==> config.mk <==
export PLATFORM = sky130hd
export DESIGN_NAME = tmrsc_top
export DESIGN_NICKNAME = d
export VERILOG_FILES = /design/src/tmrsc_pkg.sv /design/src/tmrsc_counter.sv /design/src/tmrsc_flags.sv /design/src/tmrsc_top.sv
export SDC_FILE = /design/constraint.sdc
export NUM_CORES = 1
export LEC_CHECK = 0
export BUFFER_PORTS_ARGS = -buffer_cell sky130_fd_sc_hd__buf_2
export CAP_MARGIN = 20
export CORE_MARGIN = 2
export CORE_UTILIZATION = 45
export CTS_CLUSTER_SIZE = 14
export DETAILED_ROUTE_END_ITERATION = 8
export PLACE_DENSITY_LB_ADDON = 0.05
export SYNTH_ARGS = -nofsm -noshare
export SYNTH_HDL_FRONTEND = slang
export SYNTH_SLANG_ARGS = --single-unit
==> constraint.sdc <==
create_clock -name clk -period 2.7 [get_ports clk]
set_input_delay 0.27 -clock clk [delete_from_list [all_inputs] [get_ports clk]]
set_output_delay 0.27 -clock clk [all_outputs]
set_load 0.05 [all_outputs]
==> src/tmrsc_pkg.sv <==
package tmrsc_pkg;

    ////////////////////////////////////////////////////////////////////////
    // Widths
    localparam int TMRSC_ADDR_W  = 8;               // Register address width
    localparam int TMRSC_DATA_W  = 32;              // Register data width
    localparam int TMRSC_COUNT_W = 16;              // Up-counter width
    localparam int TMRSC_EVT_W   = 3;               // Number of event sources

    ////////////////////////////////////////////////////////////////////////
    // Register byte offsets
    localparam logic [7:0] TMRSC_OFS_STATUS   = 8'h00;  // event_status
    localparam logic [7:0] TMRSC_OFS_IRQ_EN   = 8'h04;  // interrupt_enable
    localparam logic [7:0] TMRSC_OFS_SNAPSHOT = 8'h08;  // counter_snapshot
    localparam logic [7:0] TMRSC_OFS_CMP_A    = 8'h0c;  // compare_value_a
    localparam logic [7:0] TMRSC_OFS_CMP_B    = 8'h10;  // compare_value_b
    localparam logic [7:0] TMRSC_OFS_CAPT_A   = 8'h14;  // capture_value_a
    localparam logic [7:0] TMRSC_OFS_CTRL     = 8'h18;  // counter control

    ////////////////////////////////////////////////////////////////////////
    // Field positions
    localparam int TMRSC_BIT_MATCH_A  = 0;  // match_a_flag / match_a_irq_enable
    localparam int TMRSC_BIT_MATCH_B  = 1;  // match_b_flag / match_b_irq_enable
    localparam int TMRSC_BIT_OVERFLOW = 2;  // overflow_flag / overflow_irq_enable
    localparam int TMRSC_BIT_CLEAR_EN = 0;  // counter_clear_enable in control

    ////////////////////////////////////////////////////////////////////////
    // Reset values
    localparam logic [2:0]  TMRSC_RST_FLAGS = 3'h0;
    localparam logic [2:0]  TMRSC_RST_IRQEN = 3'h0;
    localparam logic [15:0] TMRSC_RST_COUNT = 16'h0000;
    localparam logic [15:0] TMRSC_RST_CMP   = 16'h0000;
    localparam logic [15:0] TMRSC_RST_CAPT  = 16'h0000;
    localparam logic        TMRSC_RST_CLEAR = 1'b0;
    localparam logic [31:0] TMRSC_RST_RDATA = 32'h0000_0000;

    ////////////////////////////////////////////////////////////////////////
    // Carriers
    typedef struct packed {
        logic [7:0]  addr;      // Byte address
        logic [31:0] wdata;     // Write data
        logic        wr;        // Write strobe
        logic        rd;        // Read strobe
    } tmrsc_req_t;

    // Bit order matches the status and enable layout
    typedef struct packed {
        logic overflow;         // Bit 2
        logic matchB;           // Bit 1
        logic matchA;           // Bit 0
    } tmrsc_evt_t;

    ////////////////////////////////////////////////////////////////////////
    // Zero-extend a narrow field into a read word
    function automatic logic [31:0] tmrsc_zext16(input logic [15:0] v);
        return {16'h0000, v};
    endfunction

    function automatic logic [31:0] tmrsc_zext3(input logic [2:0] v);
        return {29'h0000_0000, v};
    endfunction

endpackage

==> src/tmrsc_counter.sv <==
module tmrsc_counter
    import tmrsc_pkg::*;
#(
    parameter int CW = TMRSC_COUNT_W
) (
    // Clock and reset
    input  wire logic          clk,
    input  wire logic          nrst,
    // Control
    input  wire logic          tick,       // One count step, same clock
    input  wire logic          clearEn,    // counter_clear_enable
    input  wire logic [CW-1:0] cmpA,       // compare_a_field
    input  wire logic [CW-1:0] cmpB,       // compare_b_field
    // Results
    output logic      [CW-1:0] count,      // live_count_field
    output tmrsc_evt_t         evt         // One-cycle event pulses
);

    ////////////////////////////////////////////////////////////////////////
    // State
    logic [CW-1:0] count_r;                // Up-counter
    logic [CW-1:0] count_nxt;
    logic          hitA;                   // Count equals compare A
    logic          hitB;                   // Count equals compare B
    logic          wrap;                   // Count at its top value

    ////////////////////////////////////////////////////////////////////////
    // Next count and events; events only fire on a tick so a count that
    // rests on a compare value does not raise the flag again every cycle
    always_comb begin
        hitA      = (count_r == cmpA);
        hitB      = (count_r == cmpB);
        wrap      = (count_r == {CW{1'b1}});
        count_nxt = count_r;
        evt       = '0;
        if (tick) begin
            evt.matchA = hitA;
            evt.matchB = hitB;
            if (hitB && clearEn) begin
                // Clear on match B takes the place of the step
                count_nxt = '0;
            end else begin
                // Without clearing the count runs past match B
                count_nxt    = count_r + 1'b1;
                evt.overflow = wrap;
            end
        end
    end

    // Register
    always_ff @(posedge clk) begin
        if (!nrst) begin
            count_r <= CW'(TMRSC_RST_COUNT);
        end else begin
            count_r <= count_nxt;
        end
    end

    assign count = count_r;

endmodule

==> src/tmrsc_flags.sv <==
module tmrsc_flags
    import tmrsc_pkg::*;
(
    // Clock and reset
    input  wire logic       clk,
    input  wire logic       nrst,
    // Events and controls
    input  tmrsc_evt_t      evt,        // Event pulses
    input  wire logic       rdClear,    // Status register is being read
    input  wire logic [2:0] irqEn,      // interrupt_enable bits
    // Results
    output logic      [2:0] flags,      // Sticky event flags
    output logic            irq         // Level interrupt request
);

    ////////////////////////////////////////////////////////////////////////
    // State
    logic [2:0] flags_r;
    logic [2:0] flags_nxt;
    logic       irq_r;
    logic       irq_nxt;

    ////////////////////////////////////////////////////////////////////////
    // Read clears every flag, but an event in the same cycle wins so it is
    // never lost; flags set regardless of the enables
    always_comb begin
        flags_nxt = flags_r;
        if (rdClear) begin
            flags_nxt = '0;
        end
        flags_nxt = flags_nxt | evt;
        // Only enabled sources reach the request line
        irq_nxt   = |(flags_nxt & irqEn);
    end

    // Register
    always_ff @(posedge clk) begin
        if (!nrst) begin
            flags_r <= TMRSC_RST_FLAGS;
            irq_r   <= 1'b0;
        end else begin
            flags_r <= flags_nxt;
            irq_r   <= irq_nxt;
        end
    end

    assign flags = flags_r;
    assign irq   = irq_r;

endmodule

==> src/tmrsc_top.sv <==
module tmrsc_top
    import tmrsc_pkg::*;
#(
    parameter int AW = TMRSC_ADDR_W,
    parameter int CW = TMRSC_COUNT_W
) (
    // Clock and reset
    clk,
    nrst,
    // Register port
    regAddr,
    regWdata,
    regWr,
    regRd,
    regRdata,
    // Counter drive from the prescaler and capture logic
    countTick,
    captureStrobe,
    // Interrupt request
    irq
);

    ////////////////////////////////////////////////////////////////////////
    // Port declarations
    // Clock and reset
    input  wire logic          clk;            // 200 MHz
    input  wire logic          nrst;           // Synchronous, active low
    // Register port
    input  wire logic [AW-1:0] regAddr;        // Byte address
    input  wire logic [31:0]   regWdata;       // Write data
    input  wire logic          regWr;          // Write strobe
    input  wire logic          regRd;          // Read strobe
    output logic      [31:0]   regRdata;       // Read data, next cycle
    // Counter drive
    input  wire logic          countTick;      // Count step pulse
    input  wire logic          captureStrobe;  // Load capture_value_a
    // Interrupt request
    output logic               irq;            // Level request

    ////////////////////////////////////////////////////////////////////////
    // Bus request bundle
    tmrsc_req_t req;                           // Current bus request

    always_comb begin
        req       = '0;
        req.addr  = regAddr[7:0];
        req.wdata = regWdata;
        req.wr    = regWr;
        req.rd    = regRd;
    end

    ////////////////////////////////////////////////////////////////////////
    // Address decode; a full match on all address bits so aliases above
    // the map are unmapped rather than folding onto a register
    function automatic logic hit(input logic [AW-1:0] a,
                                 input logic [7:0]    ofs);
        return (a == AW'(ofs));
    endfunction

    logic selStatus;                           // event_status
    logic selIrqEn;                            // interrupt_enable
    logic selSnap;                             // counter_snapshot
    logic selCmpA;                             // compare_value_a
    logic selCmpB;                             // compare_value_b
    logic selCaptA;                            // capture_value_a
    logic selCtrl;                             // counter control

    always_comb begin
        selStatus = hit(regAddr, TMRSC_OFS_STATUS);
        selIrqEn  = hit(regAddr, TMRSC_OFS_IRQ_EN);
        selSnap   = hit(regAddr, TMRSC_OFS_SNAPSHOT);
        selCmpA   = hit(regAddr, TMRSC_OFS_CMP_A);
        selCmpB   = hit(regAddr, TMRSC_OFS_CMP_B);
        selCaptA  = hit(regAddr, TMRSC_OFS_CAPT_A);
        selCtrl   = hit(regAddr, TMRSC_OFS_CTRL);
    end

    ////////////////////////////////////////////////////////////////////////
    // Software-written registers
    logic [2:0]    irqEn_r;                    // Interrupt enables
    logic [2:0]    irqEn_nxt;
    logic [CW-1:0] cmpA_r;                     // compare_a_field
    logic [CW-1:0] cmpA_nxt;
    logic [CW-1:0] cmpB_r;                     // compare_b_field
    logic [CW-1:0] cmpB_nxt;
    logic          clearEn_r;                  // counter_clear_enable
    logic          clearEn_nxt;

    // Write decode; writes to read-only or unmapped words are dropped
    always_comb begin
        irqEn_nxt   = irqEn_r;
        cmpA_nxt    = cmpA_r;
        cmpB_nxt    = cmpB_r;
        clearEn_nxt = clearEn_r;
        if (req.wr) begin
            if (selIrqEn) begin
                // Only the three enable bits exist, the rest are dropped
                irqEn_nxt[TMRSC_BIT_OVERFLOW] =
                    req.wdata[TMRSC_BIT_OVERFLOW];
                irqEn_nxt[TMRSC_BIT_MATCH_B]  =
                    req.wdata[TMRSC_BIT_MATCH_B];
                irqEn_nxt[TMRSC_BIT_MATCH_A]  =
                    req.wdata[TMRSC_BIT_MATCH_A];
            end
            if (selCmpA) begin
                cmpA_nxt = req.wdata[CW-1:0];
            end
            if (selCmpB) begin
                cmpB_nxt = req.wdata[CW-1:0];
            end
            if (selCtrl) begin
                clearEn_nxt = req.wdata[TMRSC_BIT_CLEAR_EN];
            end
        end
    end

    // Register
    always_ff @(posedge clk) begin
        if (!nrst) begin
            irqEn_r   <= TMRSC_RST_IRQEN;
            cmpA_r    <= CW'(TMRSC_RST_CMP);
            cmpB_r    <= CW'(TMRSC_RST_CMP);
            clearEn_r <= TMRSC_RST_CLEAR;
        end else begin
            irqEn_r   <= irqEn_nxt;
            cmpA_r    <= cmpA_nxt;
            cmpB_r    <= cmpB_nxt;
            clearEn_r <= clearEn_nxt;
        end
    end

    ////////////////////////////////////////////////////////////////////////
    // Up-counter with compare detection
    logic [CW-1:0] count;                      // live_count_field
    tmrsc_evt_t    evt;                        // Event pulses

    tmrsc_counter #(
        .CW      (CW)
    ) u_counter (
        .clk     (clk),
        .nrst    (nrst),
        .tick    (countTick),
        .clearEn (clearEn_r),
        .cmpA    (cmpA_r),
        .cmpB    (cmpB_r),
        .count   (count),
        .evt     (evt)
    );

    ////////////////////////////////////////////////////////////////////////
    // Sticky flags and interrupt request
    logic [2:0] flags;                         // Event flags
    logic       statusRead;                    // Status read this cycle

    // A read clears; a write to the status word has no effect
    always_comb begin
        statusRead = req.rd && selStatus;
    end

    tmrsc_flags u_flags (
        .clk     (clk),
        .nrst    (nrst),
        .evt     (evt),
        .rdClear (statusRead),
        .irqEn   (irqEn_r),
        .flags   (flags),
        .irq     (irq)
    );

    ////////////////////////////////////////////////////////////////////////
    // Capture register; the trigger source lives outside this block
    logic [CW-1:0] captA_r;                    // capture_a_field
    logic [CW-1:0] captA_nxt;

    always_comb begin
        captA_nxt = captA_r;
        if (captureStrobe) begin
            captA_nxt = count;
        end
    end

    // Register
    always_ff @(posedge clk) begin
        if (!nrst) begin
            captA_r <= CW'(TMRSC_RST_CAPT);
        end else begin
            captA_r <= captA_nxt;
        end
    end

    ////////////////////////////////////////////////////////////////////////
    // Read path; data stands only in the cycle after the strobe and is
    // zero otherwise, which also makes unmapped reads return zero
    logic [31:0] rdata_r;
    logic [31:0] rdata_nxt;

    always_comb begin
        rdata_nxt = '0;
        if (req.rd) begin
            if (selStatus) begin
                // Old flag values; the clear lands at the same edge
                rdata_nxt = tmrsc_zext3(flags);
            end else if (selIrqEn) begin
                rdata_nxt = tmrsc_zext3(irqEn_r);
            end else if (selSnap) begin
                // Sampled at the read strobe, upper half zero
                rdata_nxt = tmrsc_zext16(16'(count));
            end else if (selCmpA) begin
                rdata_nxt = tmrsc_zext16(16'(cmpA_r));
            end else if (selCmpB) begin
                rdata_nxt = tmrsc_zext16(16'(cmpB_r));
            end else if (selCaptA) begin
                rdata_nxt = tmrsc_zext16(16'(captA_r));
            end else if (selCtrl) begin
                rdata_nxt[TMRSC_BIT_CLEAR_EN] = clearEn_r;
            end else begin
                // Unmapped address reads as zero
                rdata_nxt = '0;
            end
        end
    end

    // Register
    always_ff @(posedge clk) begin
        if (!nrst) begin
            rdata_r <= TMRSC_RST_RDATA;
        end else begin
            rdata_r <= rdata_nxt;
        end
    end

    assign regRdata = rdata_r;

endmodule

==> results of run 1 <==
==> logic make-up (layout without fill, tap and decap cells) <==
logic type	count (synthesis)	in the layout
and+or+nand+nor	168	168
AOI/OAI and AO/OA	94	94
DFF	88	88
buffers and inverters	66	82
xor gates and xnor gates	46	46
muxes	25	25
adders and majority gates	1	1
other	1	16
==> area by class of cell <==
cell class,instances,area (sq um),share of cell area [%]
Clock buffer,9,124,2.69
Clock inverter,6,70.1,1.52
Inverter,5,18.8,0.408
Tap cell,111,139,3.02
Multi-Input combinational cell,350,2140,46.5
Timing Repair Buffer,62,350,7.61
Sequential cell,88,1760,38.3
==> state kept, by name, indices dropped and copies added, names as in the netlist, 3 cells and up <==
signal,cells
regRdata,16
captA_r,16
cmpB_r,16
irqEn_r,3
u_flags.flags,3
cmpA_r,16
u_counter.count,16
==> synthesized netlist by cell type (2+ instances only) <==
| library cell | count |
|---|---|
| nand4_1 | 10 |
| mux2_2 | 2 |
| buf_4 | 18 |
| a22oi_1 | 4 |
| a211o_1 | 2 |
| mux2i_1 | 22 |
| nand3_1 | 6 |
| a222oi_1 | 13 |
| a21oi_1 | 41 |
| dfxtp_1 | 88 |
| and4_1 | 4 |
| clkbuf_1 | 29 |
| buf_1 | 3 |
| xnor2_1 | 6 |
| o21ai_0 | 15 |
| and2_1 | 2 |
| xor2_1 | 40 |
| buf_2 | 7 |
| buf_6 | 3 |
| nor2_1 | 41 |
| o21bai_1 | 2 |
| o221ai_1 | 2 |
| nor3_1 | 4 |
| nand2_1 | 82 |
| a21oi_2 | 10 |
| nor4_1 | 8 |
| inv_1 | 5 |
==> per-stage QoR <==
stage	setup WS, ns	utilization (%)	cells	hold slack (ns)	instance area [sq um]
2_1_floorplan	0.818	-	504	0.349	4260
3_3_place_gp	0.550	48.2	616	0.471	4410
3_5_place_dp	0.488	48.2	616	0.468	4410
4_1_cts	0.693	50.3	631	0.136	4600
5_1_grt	0.548	50.3	631	0.131	4600
6_report	0.696	50.3	631	0.149	4600
==> layer usage <==
metal  up-vias  GRT usage, %  share of wire, %  wire length (microns)
li1       1701             -                 -                      -
met1      1574          34.0                53                   5440
met2        95          29.5                41                   4290
met4         0          7.38               1.2                    129
met5         -             0                 0                      0
met3        12          2.98               4.7                    487
==> how the worst min path moves through the flow <==
stage                                           start                           to  slack (ns)  cells past startpoint
after floorplan                            regAddr[5]       regRdata[0]$_SDFF_PN0_        0.35                      1
after global placement    u_flags.flags[2]$_SDFF_PN0_  u_flags.flags[2]$_SDFF_PN0_        0.47                      2
after detailed placement  u_flags.flags[2]$_SDFF_PN0_  u_flags.flags[2]$_SDFF_PN0_        0.47                      2
after CTS                                regWdata[14]      cmpA_r[14]$_SDFFE_PN0P_        0.14                      3
after global routing                     regWdata[14]      cmpA_r[14]$_SDFFE_PN0P_        0.13                      3
final                                     regWdata[8]       cmpA_r[8]$_SDFFE_PN0P_        0.15                      3
==> worst max-delay path: cells and delay by family (launching register included) <==
family          cells  cell delay [ns]
compound gates      1             0.25
xor+xnor            1             0.12
buf+inv             1             0.24
flops               1             0.51
simple gates        3             0.79
==> report_power, final <==
part / internal [mW] / total [mW] / switching [mW]
clock: 0.427 / 0.919 / 0.491
combinational: 0.0479 / 0.175 / 0.127
sequential: 1.30 / 1.31 / 0.00887
total: 1.78 / 2.41 / 0.627
==> summary.md, run 1 <==
| Metric | Value |
|---|---|
| Outcome | `complete, no violations` |
| Final period utilization | `roughly 74%` |
| R2R setup slack | `between 0.6 and 0.7 ns` |
| Syn Std Cell Area | `0.00420 sq mm` |
| Worst path arrival time | `2.26 ns` |
| Final slew viol count | `0` |
| Drt via density | `5.36` |
| Cells on worst reg2reg path | `6` |
| Slew headroom | `38.2%` |
| Most frequent cells in the layout | `88 x dfxtp_1, 82 x nand2_1, 46 x buf_2` |
| TritonCTS clock tree | `yes` |
| Clock Sink Count | `88` |
| Critical path's slowest cell | `dfxtp_1` |
| Share of post-route cells with drive strength above 1 | `18.7%` |
| Leakage power | `around 1.9 nW` |
| NumNets Final | `about 560` |
| Final-layout fill cell count | `910` |
| Synth Flop Type | `dfxtp_1` |
| Clk_lat worst skew | `between 0.3 and 0.4 ns` |
| Hold Crit Class | `in -> reg` |
| Adder-Cell Fraction of Synth Area | `less than 1%` |
| Main combinational cell family by area after synthesis | `simple AND/OR/NAND/NOR gates` |
| FF-to-FF End | `u_counter.count[14]$_SDFFE_PN0P_` |
| Clock Skew | `between 0.01 and 0.015 ns` |
| Core Footprint | `0.00915 sq mm` |
| Crit path required time | `2.95 ns` |
| Worst slew pin tran | `between 0.9 and 1 ns` |
| Hold Buf Count CTS | `0` |
| CTS clock-pin slew for the worst setup and hold paths | `0.09 ns` |
| Post-synth ARST share | `0%` |
| Post-Synth XOR/XNOR Area | `a little under a tenth` |
| Top cells by area, synth | `dfxtp_1 42%, xor2_1 8.3%, nand2_1 7.3%, mux2i_1 5.2%, a21oi_1 4.9%` |
| Crit path launch | `u_counter.count[15]$_SDFFE_PN0P_` |
| Max incr delay on CP | `slightly above 0.5 ns` |
| VDD IR-drop max | `339 uV` |
| Hold Vio Cnt, Final | `0` |
| Average cell area after synthesis | `8.59 sq um` |
| Min Tclk post-route | `2.00 ns` |
| Port bufs | `46` |
| Vias in the first global route | `around 3,000` |
| Post-synthesis mux area share | `6.31%` |
| Routed vias | `3,382` |
| Max Cap Viol | `0` |
| Setup crit start kind | `flip-flop` |
| First-pass GRT wire length | `roughly 17,000 microns` |
| H-tree depth | `3` |
| Seq/Total Area, Yosys | `41.9%` |
| Die Y | `101 microns` |
| Total gr overflow | `0` |
| CTS root buffer | `clkbuf_8` |
| Placer Congestion | `0.795` |
| #FFs+latches synth | `88` |
| Power, Total | `~2.4 mW` |
| Final WL | `just over 10,000 microns` |
| CTS buffer count | `9` |
| Syn Inst Count | `489` |
| Final ANT Viol Nets | `0` |
| Cell row count | `35` |
| WL/cell | `16.4 microns` |
| Die width | `101 microns` |
| Yosys warns | `0` |
| P&R area growth vs syn | `9.53%` |
| Count of flip-flops with a built-in enable after synthesis | `0` |
| Detailed-route DRC error count | `0` |
| Compound-Gate Fraction of Synth Area | `between 10% and 20%` |
| Initial Utilization | `45.9%` |
| Initial antenna violation count | `0` |
| CTS max path bufs | `2` |
| Setup crit end | `u_counter.count[14]$_SDFFE_PN0P_` |
| Largest area contributor in the netlist | `dfxtp_1` |
| Commonest non-fill, non-tap cell in the layout | `dfxtp_1` |
| Crit path kind | `reg -> reg` |
| Sum Neg Setup Slack | `0 ns` |
| Post-synth top area share | `41.9%` |
| Power Density | `523 mW/mm^2` |
| Largest driver fanout on the critical path | `14` |
| # diodes | `0` |
| Max Fclk | `roughly 500 MHz` |
| Synth unique cells | `47` |
| Largest net degree at the start of global routing | `55` |
| # resized after CTS | `0` |
| Post-CTS Setup Inserts | `0` |
| CP endpoint kind | `flip-flop` |
| Gr usage total | `21.5%` |
| Unrepaired setup endpoints after global routing | `no` |
| CP cell instances | `xor2_1 > nor4_1 > nand4_1 > o31ai_2 > buf_4 > nor2_1` |
| First DRT Iteration DRCs | `313` |
| Simple-Gate Fraction of Synth Area | `18.5%` |
| Io pins | `79` |
| Drt pass-1 iters | `5` |
| RR Startpoint | `u_counter.count[15]$_SDFFE_PN0P_` |
| HPWL Detailed | `7410 microns` |
| Die area | `approximately 0.01 sq mm` |
| Final setup vio count | `0` |
No activity file was read; power rests on OpenSTA's default activity.
==> run 2, diff against run 1 <==
==> constraint.sdc (replaced) <==
create_clock -name clk -period 2.1 [get_ports clk]
set_input_delay 0.21 -clock clk [delete_from_list [all_inputs] [get_ports clk]]
set_output_delay 0.21 -clock clk [all_outputs]
set_load 0.05 [all_outputs]
==> run 2 against run 1 <==
Critical path type unchanged. Power rose by 30%. Critical endpoint is now u_counter.count[12]$_SDFFE_PN0P_. Sequential power rose by 29%. Utilization rose by 1.8 points. Clock power rose by 31%. Hold slack got worse by 0.060 ns. Highest routed layer unchanged.
==> summary.md, run 2 (same netlist as run 1, synthesis figures left out) <==
| Metric | Value |
|---|---|
| Outcome | `complete, no violations` |
| # resized after CTS | `0` |
| Crit path kind | `reg -> reg` |
| Final WL | `about 11,000 microns` |
| Clk_lat worst skew | `0.36 ns` |
| VDD IR-drop max | `263 uV` |
| CP endpoint kind | `flip-flop` |
| Hold Crit Class | `in -> reg` |
| Area of the multi-input gates | `0.00214 sq mm` |
| Gr usage total | `~22%` |
| Most frequent cells in the layout | `88 x dfxtp_1, 82 x nand2_1, 46 x buf_2` |
| Clock Skew | `0.0105 ns` |
| Die Y | `101 microns` |
| Initial antenna violation count | `0` |
| Cell row count | `35` |
| Power Density | `655 mW/mm^2` |
| First-pass GRT wire length | `about 17,000 microns` |
| Drt pass-1 iters | `5` |
| Worst slew pin tran | `between 0.5 and 0.6 ns` |
| Final ANT Viol Nets | `0` |
| H-tree depth | `3` |
| Finished Cell Area | `~0.0048 sq mm` |
| First DRT Iteration DRCs | `slightly above 300` |
| Die width | `101 microns` |
| Min Hold Slack | `0.0894 ns` |
| CP cell instances | `xor2_1 > nor4_1 > nand4_1 > o31ai_2 > buf_4 > nor2_1` |
| Final setup vio count | `0` |
| Post-route setup slack | `0.197 ns` |
| Initial Utilization | `about 46%` |
| Unrepaired setup endpoints after global routing | `no` |
| Slew headroom | `66.1%` |
| Critical path's slowest cell | `dfxtp_1` |
| Leakage power | `between 2 and 2.5 nW` |
| Final slew viol count | `0` |
| Die area | `about 0.01 sq mm` |
| Share of post-route cells with drive strength above 1 | `a little over a fifth` |
| Final period utilization | `90.6%` |
| CTS clock-pin slew for the worst setup and hold paths | `0.09 ns` |
| Setup crit start kind | `flip-flop` |
| Port bufs | `46` |
| Sum Neg Setup Slack | `0 ns` |
| NumNets Final | `577` |
| Place WS | `0.139 ns` |
| Flip-flop and latch area | `0.00176 sq mm` |
| # diodes | `0` |
| WL/cell | `16.5 microns` |
| Total gr overflow | `0` |
| R2R setup slack | `approximately 0.20 ns` |
| CTS root buffer | `clkbuf_8` |
| Crit path required time | `2.35 ns` |
| Hold Buf Count CTS | `0` |
| P&R area growth vs syn | `13.5%` |
| Max incr delay on CP | `about 0.5 ns` |
| Drt via density | `5.40` |
| Largest net degree at the start of global routing | `57` |
| Final-layout fill cell count | `915` |
| Io pins | `79` |
| Largest driver fanout on the critical path | `14` |
| Max Cap Viol | `0` |
| Vias in the first global route | `between 3,000 and 4,000` |
| Post-CTS Setup Inserts | `0` |
| CTS max path bufs | `2` |
| HPWL Detailed | `between 7000 and 8000 microns` |
| Worst path arrival time | `2.15 ns` |
| Hold Vio Cnt, Final | `0` |
| Post-DP Area | `0.00456 sq mm` |
| CTS buffer count | `9` |
| Max Fclk | `525 MHz` |
| Routed vias | `approximately 3,500` |
| Placer Congestion | `0.880` |
| Core Footprint | `about 0.0092 sq mm` |
| Clock Sink Count | `88` |
| Commonest non-fill, non-tap cell in the layout | `dfxtp_1` |
| Min Tclk post-route | `1.90 ns` |
| TritonCTS clock tree | `yes` |
| Detailed-route DRC error count | `0` |
[run 2: changes by cell type in the layout (fill, tap and decap cells not counted)]
cell and change:
clkbuf_8 +1, clkinvlp_4 +1, buf_4 +10, buf_12 +4, inv_6 -1
[run 2: metal layers]
layer	global-route usage, %	vias to the layer above	routed length, microns	share of wire (%)
li1	-	1723	-	-
met1	35.6	1640	5540	52
met2	28.9	111	4270	40
met3	4.99	14	681	6.4
met4	7.80	0	176	1.6
met5	0	-	0	0
[run 2: area by class of cell]
type / instances / area share, %
clock inverters: 6 / 1.44
inverters: 5 / 0.393
flip-flops and latches: 88 / 36.9
well taps: 111 / 2.91
repair buffers: 76 / 10.6
clock buffers: 10 / 2.89
multi-input cells: 350 / 44.8
[run 2: worst paths after layout]
| path | start | to | cells after the start |
|---|---|---|---|
| max | u_counter.count[0]$_SDFFE_PN0P_ | u_counter.count[12]$_SDFFE_PN0P_ | 6 |
| min | regWdata[10] | cmpA_r[10]$_SDFFE_PN0P_ | 3 |
| max reg2reg | u_counter.count[0]$_SDFFE_PN0P_ | u_counter.count[12]$_SDFFE_PN0P_ | 6 |
| min reg2reg | cmpA_r[11]$_SDFFE_PN0P_ | cmpA_r[11]$_SDFFE_PN0P_ | 2 |
[run 2: power by group]
part / leakage [nW] / total [mW] / switching (mW) / internal [mW]
Clock: 0.0907 / 1.20 / 0.618 / 0.584
Sequential: 0.710 / 1.69 / 0.0106 / 1.68
Combinational: 1.20 / 0.237 / 0.166 / 0.0707
Total: 2.00 / 3.13 / 0.795 / 2.33
[run 2: stage by stage]
stage	total power, mW	utilization [%]	cells
floorplan	1.91	-	504
global placement	1.96	49.9	630
detailed placement	1.96	49.9	630
CTS	3.15	52.1	646
global route	3.25	52.1	646
finish	3.13	52.1	646
[run 2: critical path: cells and delay by family (launching register included)]
family                 cells  cell delay (ns)
XOR/XNOR                   1             0.11
flip-flops                 1             0.50
AO/OA/AOI/OAI              1             0.22
buffers and inverters      1             0.24
AND/OR/NAND/NOR            3             0.72
